===== src/design/sda_pkg.sv =====
// Purpose: Shared constants for the serial audio link, both ends
// Assumes: One 125 MHz system clock on the controller side
// Notes:   Static control lines travel as one vector, positions below
package sda_pkg;
    // ------------------------------------------------------------
    // Sample and framing
    // ------------------------------------------------------------
    localparam int SMP_W = 24;
    localparam int MIN_W = 16;
    localparam int CNT_W = 5;
    localparam int FRM_W = 9;
    localparam logic [1:0] FMT_I2S = 2'h0;
    localparam logic [1:0] FMT_LJ = 2'h1;
    localparam logic [1:0] FMT_RJ16 = 2'h2;
    localparam logic [1:0] FMT_RJ24 = 2'h3;
    localparam logic [4:0] OFF_I2S = 5'h01;
    localparam logic [4:0] OFF_RJ16 = 5'h10;
    localparam logic [4:0] OFF_RJ24 = 5'h08;
    localparam logic [4:0] LEN_MIN = 5'h10;
    localparam logic [4:0] LEN_MAX = 5'h18;
    // ------------------------------------------------------------
    // Static control vector
    // ------------------------------------------------------------
    localparam int STAT_W = 9;
    localparam int S_FMT = 0;
    localparam int S_GAIN = 2;
    localparam int S_DAC = 4;
    localparam int S_MIC = 5;
    localparam int S_MONO = 6;
    localparam int S_MUTE_L = 7;
    localparam int S_MUTE_R = 8;
    // ------------------------------------------------------------
    // Controller registers
    // ------------------------------------------------------------
    localparam int ADDR_W = 4;
    localparam int DATA_W = 32;
    localparam int CTRL_W = 16;
    localparam logic [ADDR_W-1:0] REG_CTRL = 4'h0;
    localparam logic [ADDR_W-1:0] REG_LEFT = 4'h1;
    localparam logic [ADDR_W-1:0] REG_RIGHT = 4'h2;
    localparam logic [ADDR_W-1:0] REG_STAT = 4'h3;
    localparam int C_WLEN = 2;
    localparam int C_STAT = 7;
    localparam int C_DRIVE = 14;
    localparam int C_RUN = 15;
    localparam logic [CTRL_W-1:0] CTRL_RST = 16'h0060;
    // ------------------------------------------------------------
    // Clock plan
    // ------------------------------------------------------------
    localparam longint MCLK_HZ = 125000000;
    localparam longint OS_RATIO = 256;
    localparam longint FS_MIN_HZ = 32000;
    localparam longint FS_MAX_HZ = 48000;
    localparam longint OS_STEP = OS_RATIO * FS_MAX_HZ * 2;
    localparam int OS_HALF_DEF = int'((MCLK_HZ + OS_STEP - 1) / OS_STEP);
    localparam int PH_W = 8;
endpackage


===== src/design/sda_link_if.sv =====
// Purpose: Four-line serial audio link plus static control lines
// Assumes: Controller drives every line; the card only listens
// Notes:   Released static lines read low, as the pull-downs make them
`timescale 1ns/1ns
interface sda_link_if;
    import sda_pkg::*;
    logic lrclk;
    logic sdata;
    logic bclk;
    logic osclk;
    logic [STAT_W-1:0] ctl_val;
    logic ctl_oe_n;
    logic [STAT_W-1:0] ctl_line;
    // ------------------------------------------------------------
    // Pull-downs on all static lines
    // ------------------------------------------------------------
    assign ctl_line = ctl_oe_n ? '0 : ctl_val;
    modport ctrl (output lrclk, sdata, bclk, osclk, ctl_val, ctl_oe_n);
    modport dev (input lrclk, sdata, bclk, osclk, ctl_line);
endinterface


===== src/design/sda_ctrl.sv =====
// Purpose: Controller end: link master and static line driver
// Assumes: Software reaches it over a plain strobe port
// Notes:   All link clocks are divided down from MCLK
//
// The strobed register port and the register addresses are this design's own decisions.
`timescale 1ns/1ns
module sda_ctrl #(
    parameter int OS_HALF = sda_pkg::OS_HALF_DEF
) (
    // Clock and reset
    input wire logic MCLK,
    input wire logic RESET_N,
    // Register port
    input wire logic [sda_pkg::ADDR_W-1:0] ADDR,
    input wire logic [sda_pkg::DATA_W-1:0] WDATA,
    input wire logic WR,
    input wire logic RD,
    output logic [sda_pkg::DATA_W-1:0] RDATA,
    // Link
    sda_link_if.ctrl LNK
);
    import sda_pkg::*;

    // Control word positions of the microphone, mono, gain and mute bits
    localparam int C_MIC = C_STAT + 1;
    localparam int C_MONO = C_STAT + 2;
    localparam int C_GAIN = C_STAT + 3;
    localparam int C_MUTE_L = C_STAT + 5;
    localparam int C_MUTE_R = C_STAT + 6;

    typedef struct packed {
        logic [PH_W-1:0] ph;
        logic [FRM_W-1:0] h;
        logic osclk;
        logic bclk;
        logic lr;
        logic sd;
        logic [CTRL_W-1:0] ctrl;
        logic [1:0] fmt;
        logic [SMP_W-1:0] left;
        logic [SMP_W-1:0] right;
        logic [SMP_W-1:0] shl;
        logic [SMP_W-1:0] shr;
        logic [CTRL_W-1:0] frames;
        logic [DATA_W-1:0] rdata;
    } sda_ctrl_t;

    sda_ctrl_t q;
    sda_ctrl_t d;
    logic [FRM_W-1:0] hn;
    logic [SMP_W-1:0] word;

    // ------------------------------------------------------------
    // Bit picker for one slot position
    // ------------------------------------------------------------
    function automatic logic sda_pick(input logic [SMP_W-1:0] w, input logic [1:0] f,
                                      input logic [4:0] wl, input logic [4:0] pos);
        logic [4:0] off;
        logic [4:0] len;
        logic [4:0] k;
        off = '0;
        len = (wl < LEN_MIN) ? LEN_MIN : ((wl > LEN_MAX) ? LEN_MAX : wl);
        unique case (f)
            FMT_I2S: off = OFF_I2S;
            FMT_LJ: off = '0;
            FMT_RJ16: begin
                off = OFF_RJ16;
                len = LEN_MIN;
            end
            FMT_RJ24: begin
                off = OFF_RJ24;
                len = LEN_MAX;
            end
        endcase
        k = pos - off;
        sda_pick = (pos >= off) && (k < len) ? w[5'(SMP_W - 1) - k] : 1'b0;
    endfunction

    // ------------------------------------------------------------
    // Next state
    // ------------------------------------------------------------
    always_comb begin
        d = q;
        hn = q.h + FRM_W'(1);
        word = '0;
        d.rdata = '0;
        if (RD) begin
            unique case (ADDR)
                REG_CTRL: d.rdata = DATA_W'(q.ctrl);
                REG_LEFT: d.rdata = DATA_W'(q.left);
                REG_RIGHT: d.rdata = DATA_W'(q.right);
                REG_STAT: d.rdata = DATA_W'(q.frames);
                default: d.rdata = '0;
            endcase
        end
        if (WR) begin
            unique case (ADDR)
                REG_CTRL: d.ctrl = WDATA[CTRL_W-1:0];
                REG_LEFT: d.left = WDATA[SMP_W-1:0];
                REG_RIGHT: d.right = WDATA[SMP_W-1:0];
                default: d.ctrl = q.ctrl;
            endcase
        end
        // Divider sets the sample rate; the default OS_HALF keeps it at or below the 48 kHz ceiling
        if (q.ph == PH_W'(OS_HALF - 1)) begin // see RULE4
            d.ph = '0;
            d.h = hn;
            // 512 half periods a frame: 256 oversample clocks per sample
            d.osclk = hn[0]; // see RULE2
            d.bclk = hn[2]; // see RULE1
            // Format moves only while stopped, on a bit clock rise, so it
            // never lands beside a channel select change
            if (hn[2:0] == 3'h4 && !q.ctrl[C_RUN]) begin
                d.fmt = q.ctrl[1:0]; // see RULE5
            end
            if (hn[2:0] == 3'h0) begin
                // Change on the falling bit clock, stable at the rise
                if (hn[FRM_W-1:3] == '0) begin
                    d.shl = q.left;
                    d.shr = q.right;
                    d.frames = q.frames + CTRL_W'(1);
                end
                word = hn[FRM_W-1] ? q.shr : ((hn[FRM_W-1:3] == '0) ? q.left : q.shl);
                d.lr = (q.fmt == FMT_I2S) ? hn[FRM_W-1] : !hn[FRM_W-1]; // see RULE7
                d.sd = q.ctrl[C_RUN] &&
                       sda_pick(word, q.fmt, q.ctrl[C_WLEN +: 5], hn[7:3]); // see RULE3
            end
        end else begin
            d.ph = q.ph + PH_W'(1);
        end
    end

    always_ff @(posedge MCLK) begin
        if (!RESET_N) begin
            q <= '0;
            q.ctrl <= CTRL_RST;
        end else begin
            q <= d;
        end
    end

    // ------------------------------------------------------------
    // Outputs
    // ------------------------------------------------------------
    assign RDATA = q.rdata;
    assign LNK.osclk = q.osclk;
    assign LNK.bclk = q.bclk;
    assign LNK.lrclk = q.lr;
    assign LNK.sdata = q.sd;
    // Gain, mute and standby lines follow the control word
    assign LNK.ctl_val = {q.ctrl[C_MUTE_R], q.ctrl[C_MUTE_L], q.ctrl[C_MONO], q.ctrl[C_MIC],
                          q.ctrl[C_STAT], q.ctrl[C_GAIN +: 2], q.fmt}; // see RULE11
    assign LNK.ctl_oe_n = !q.ctrl[C_DRIVE];
endmodule


===== src/flat_wrapper.sv =====
// flat-port wrapper written by rule: the top's interface ports become plain ports
module sda_ctrl_flat import sda_pkg::*;
#(
    parameter int OS_HALF = sda_pkg::OS_HALF_DEF
)
  (MCLK, RESET_N, ADDR, WDATA, WR, RD, RDATA, LNK_lrclk, LNK_sdata, LNK_bclk, LNK_osclk, LNK_ctl_val, LNK_ctl_oe_n);
  sda_link_if LNK_i ();
  input wire logic MCLK;
  input wire logic RESET_N;
  input wire logic [sda_pkg::ADDR_W-1:0] ADDR;
  input wire logic [sda_pkg::DATA_W-1:0] WDATA;
  input wire logic WR;
  input wire logic RD;
  output logic [sda_pkg::DATA_W-1:0] RDATA;
  output wire logic [$bits(LNK_i.lrclk)-1:0] LNK_lrclk;
  output wire logic [$bits(LNK_i.sdata)-1:0] LNK_sdata;
  output wire logic [$bits(LNK_i.bclk)-1:0] LNK_bclk;
  output wire logic [$bits(LNK_i.osclk)-1:0] LNK_osclk;
  output wire logic [$bits(LNK_i.ctl_val)-1:0] LNK_ctl_val;
  output wire logic [$bits(LNK_i.ctl_oe_n)-1:0] LNK_ctl_oe_n;
  assign LNK_lrclk = LNK_i.lrclk;
  assign LNK_sdata = LNK_i.sdata;
  assign LNK_bclk = LNK_i.bclk;
  assign LNK_osclk = LNK_i.osclk;
  assign LNK_ctl_val = LNK_i.ctl_val;
  assign LNK_ctl_oe_n = LNK_i.ctl_oe_n;
  sda_ctrl #(.OS_HALF(OS_HALF)) u_core (.MCLK(MCLK), .RESET_N(RESET_N), .ADDR(ADDR), .WDATA(WDATA), .WR(WR), .RD(RD), .RDATA(RDATA), .LNK(LNK_i));
endmodule

===== config.mk =====
export PLATFORM = sky130hd
export DESIGN_NAME = sda_ctrl_flat
export DESIGN_NICKNAME = d
export VERILOG_FILES = /design/src/design/sda_pkg.sv /design/src/design/sda_link_if.sv /design/src/design/sda_ctrl.sv /design/src/flat_wrapper.sv
export SDC_FILE = /design/constraint.sdc
export NUM_CORES = 1
export LEC_CHECK = 0
export ABC_AREA = 0
export BUFFER_PORTS_ARGS = -buffer_cell sky130_fd_sc_hd__buf_2
export CORE_MARGIN = 1.5
export CORE_UTILIZATION = 45
export CTS_BUF_LIST = sky130_fd_sc_hd__clkbuf_16
export DETAILED_ROUTE_END_ITERATION = 8
export PLACE_DENSITY = 0.74
export SYNTH_ARGS = -nofsm -noshare
export SYNTH_HDL_FRONTEND = slang
export SYNTH_SLANG_ARGS = --single-unit

===== constraint.sdc =====
create_clock -name MCLK -period 4.6 [get_ports MCLK]
set_input_delay 0.69 -clock MCLK [delete_from_list [all_inputs] [get_ports MCLK]]
set_output_delay 0.69 -clock MCLK [all_outputs]
set_load 0.05 [all_outputs]

==> key figures <==
Logic synthesis
  – Gate Count Post-Synth: 953
  – Yosys Warn Count: 0
  – Cell taking the most area after synthesis: dfxtp_1
  – Synth unique cells: 52
  – Post-synth EDFFs: 0
  – Syn_area_per_cell: 8.556 um2
  – Synth top area share: 42.47%
  – Count leader, synth: nand2_1
  – List of most frequent post-synthesis cells: 255 x nand2_1, 173 x dfxtp_1, 112 x a21boi_0
  – Primary FF master, synth: dfxtp_1
  – Mapped Area: 8154 um2
  – Ys async rst share: 0%
  – Sequential area share after synthesis: 42.47%
  – Largest cells by area after synthesis: dfxtp_1 42%, nand2_1 12%, a21boi_0 10%
  – Post-synthesis register bit count: 173

Setup path
  – Levels on crit path: 15
  – Cell family with most CP delay: simple AND/OR/NAND/NOR gates
  – Setup crit start: u_core.q[166]
  – CP endpoint: u_core.LNK.sdata
  – WP buf/inv: 1
  – CP max stage cell: dfxtp_1
  – CP max FO: 8
  – Critical Path Max Stage Delay: 0.46 ns
  – Reg2reg start: u_core.q[166]
  – CP Capture Type: flop
  – Critical Path Source Type: flop
  – Reg2reg end: u_core.LNK.sdata
  – FF-to-FF path depth: 15
  – Critical path's most frequent cell: ha_1
  – CP Class: reg -> reg
  – Crit path DAT: 4.30 ns
  – Reg2reg setup slack: 0.66 ns
  – Crit-path cells: ha_1 > and3_1 > nand3_1 > xnor2_1 > ha_1 > a21oi_1 > xor2_1 > inv_1 > ha_1 > a211oi_1 > o21ai_0 > nor4_1 > o21ai_0 > or3_1 > o21ai_1
  – Critical Path RT: 4.96 ns

Power
  – Leak pwr: 3.148 nW
  – Worst VDD drop: 275.3 uV
  – Pwr Density: 343.2 nW/um2
  – Tot Pwr: 0.003072 W

Place
  – Area after DPL: 8362 um2
  – GPL Wtd Cong: 0.8684
  – PortBufs: 69
  – Final HPWL DP: 12540 um

GRT
  – First-pass GRT wire length: 30750 um
  – Largest net degree at the start of global routing: 114
  – Number of global-route vias before repair: 5893
  – Total global-route track usage: 20.94%
  – GRT overflow: 0
  – Initial antenna violation count: 0

Floorplan
  – Die Ht: 137.6 um
  – IO Count: 86
  – Die area: 18940 um2
  – Starting Density: 45.70%
  – Core area: 17840 um2
  – Die span in x: 137.6 um
  – Rows: 49

Layout
  – Area growth syn-to-layout: 9.759%
  – Core Util, Final: 50.16%
  – Layout cells sized above 1: 14.06%
  – Layout net count: 1007
  – Antenna Cells: 0
  – Final cell area excluding filler cells: 8950 um2

Timing
  – Final hold vios: 0
  – Period Utilization, post-route: 85.71%
  – Tmin final: 3.943 ns
  – RSZ-0062 raised after global routing: false
  – Max_slew headroom: 21.71%
  – Maximum clock rate: 253.6 MHz
  – Final setup fails: 0
  – Fin Setup TNS: 0 ns
  – Pins Over Slew Limit: 0
  – Layout Skew: 0.007349 ns
  – Worst Tran Pin Value: 1.174 ns

CTS
  – TritonCTS clock tree: done
  – Maximum clock path buffer count: 2
  – CTS Hold Bufs: 0
  – Total CTS buffers: 17
  – # clock sinks: 173
  – Post-CTS setup buffer count: 0
  – Cts repair resizes: 0
  – Worst-Skew Late Latency: 0.42 ns
  – Worst-path clk slew: 0.07 ns
  – Htree depth: 4
  – Root Buffer: clkbuf_16

Detailed routing
  – Starting DRT DRC Count: 639
  – DR WL/cell: 15.91 um
  – Vias/cell: 5.452
  – Post-detailed-route count of antenna-violating nets: 0
  – Routed WL: 19030 um
  – Router iterations before antenna repair: 5
  – Via count: 6521
  – Post-route DRC violation count: 0

Run
  – Max_cap viols: 0

Run status
  – Status: complete, no violations

Worst hold path
  – Worst hold path type: reg -> reg
==> worst register-to-register path, delay by kind of cell (launching register included) <==
family,cells,cell delay (ns)
AO/OA/AOI/OAI,5,0.73
XOR/XNOR,2,0.55
adder cells (fa/ha/maj),3,0.96
buffers and inverters,1,0.09
flip-flops,1,0.46
AND/OR/NAND/NOR,4,1.08
==> metal layers <==
metal | track usage (%) | share of wire [%]
met5 | 0 | 0
met4 | 6.959 | 1.4
met3 | 4.121 | 5.5
met2 | 33.86 | 48
met1 | 28.00 | 45
==> where the power goes <==
part,internal (W),leakage (nW),switching (W)
logic,0.0000407,1.47,0.0000787
registers,0.00151,1.39,0.0000106
clock network,0.000811,0.282,0.000624
total,0.00236,3.15,0.000713
==> final cells by class <==
type | count | area (um2)
clock buffer | 17 | 425.4
clock inverter | 15 | 162.7
fill | 1652 | 8891
inverter | 8 | 30.03
multi-input combinational | 673 | 4144
sequential | 173 | 3463
tap | 229 | 286.5
timing repair buffer | 81 | 437.9
==> worst min-delay path by stage <==
stage,from,to,slack [ns],cells after the start
after floorplan,u_core.q[175],u_core.q[175],0.43,1
after global placement,u_core.q[175],u_core.q[175],0.45,1
after detailed placement,u_core.q[63],u_core.q[63],0.46,2
after CTS,u_core.q[63],u_core.q[63],0.47,2
after global routing,u_core.q[54],u_core.q[54],0.48,2
final,u_core.q[54],u_core.q[54],0.46,2
==> registers in the layout (all words and copies together), names as in the netlist <==
signal              count
u_core.q              138
u_core.LNK.lrclk        1
u_core.RDATA           24
u_core.LNK.sdata        1
u_core.LNK.ctl_val      9
==> layout by cell type (no fill, tap or decap), drive strengths merged, types with 3 or more instances in the layout <==
| cell type | count |
|---|---|
| nor2b | 5 |
| a31oi | 3 |
| clkbuf | 17 |
| mux2 | 3 |
| a21boi | 116 |
| xnor2 | 27 |
| mux2i | 10 |
| xor2 | 9 |
| nor2 | 27 |
| nor4b | 3 |
| buf | 81 |
| nand2 | 255 |
| o21ai | 17 |
| and3 | 11 |
| a21oi | 21 |
| nand4 | 6 |
| nand2b | 5 |
| a22oi | 40 |
| conb | 9 |
| ha | 13 |
| nor4 | 6 |
| clkinvlp | 3 |
| dfxtp | 173 |
| nand3 | 19 |
| and2 | 19 |
| inv | 14 |
| nor3 | 4 |
| a311oi | 5 |
| mux4 | 14 |
| or3 | 10 |
| clkinv | 4 |
==> cells by family (layout without fill, tap and decap cells) <==
kind of cell             Yosys count  after routing  synth area share [%]
multiplexers                      27             27                 5.509
AO/OA/AOI/OAI                    213            213                 18.61
adder cells (fa/ha/maj)           13             13                 1.995
other                              1              9               0.04599
flip-flops                       173            173                 42.47
AND/OR/NAND/NOR                  375            375                 20.24
buffers and inverters            115            121                 7.258
XOR/XNOR                          36             36                 3.867
==> stage by stage <==
| stage | std cells | setup WS, ns | hold WS, ns |
|---|---|---|---|
| 6_report | 1196 | 0.6571 | 0.4631 |
| 2_1_floorplan | 961 | 0.6768 | 0.4295 |
| 3_5_place_dp | 1164 | 0.7058 | 0.4569 |
| 4_1_cts | 1196 | 0.6784 | 0.4655 |
| 3_3_place_gp | 1164 | 0.7934 | 0.4458 |
| 5_1_grt | 1196 | 0.3130 | 0.4831 |
Note: power is estimated with default switching activity, not from simulation.
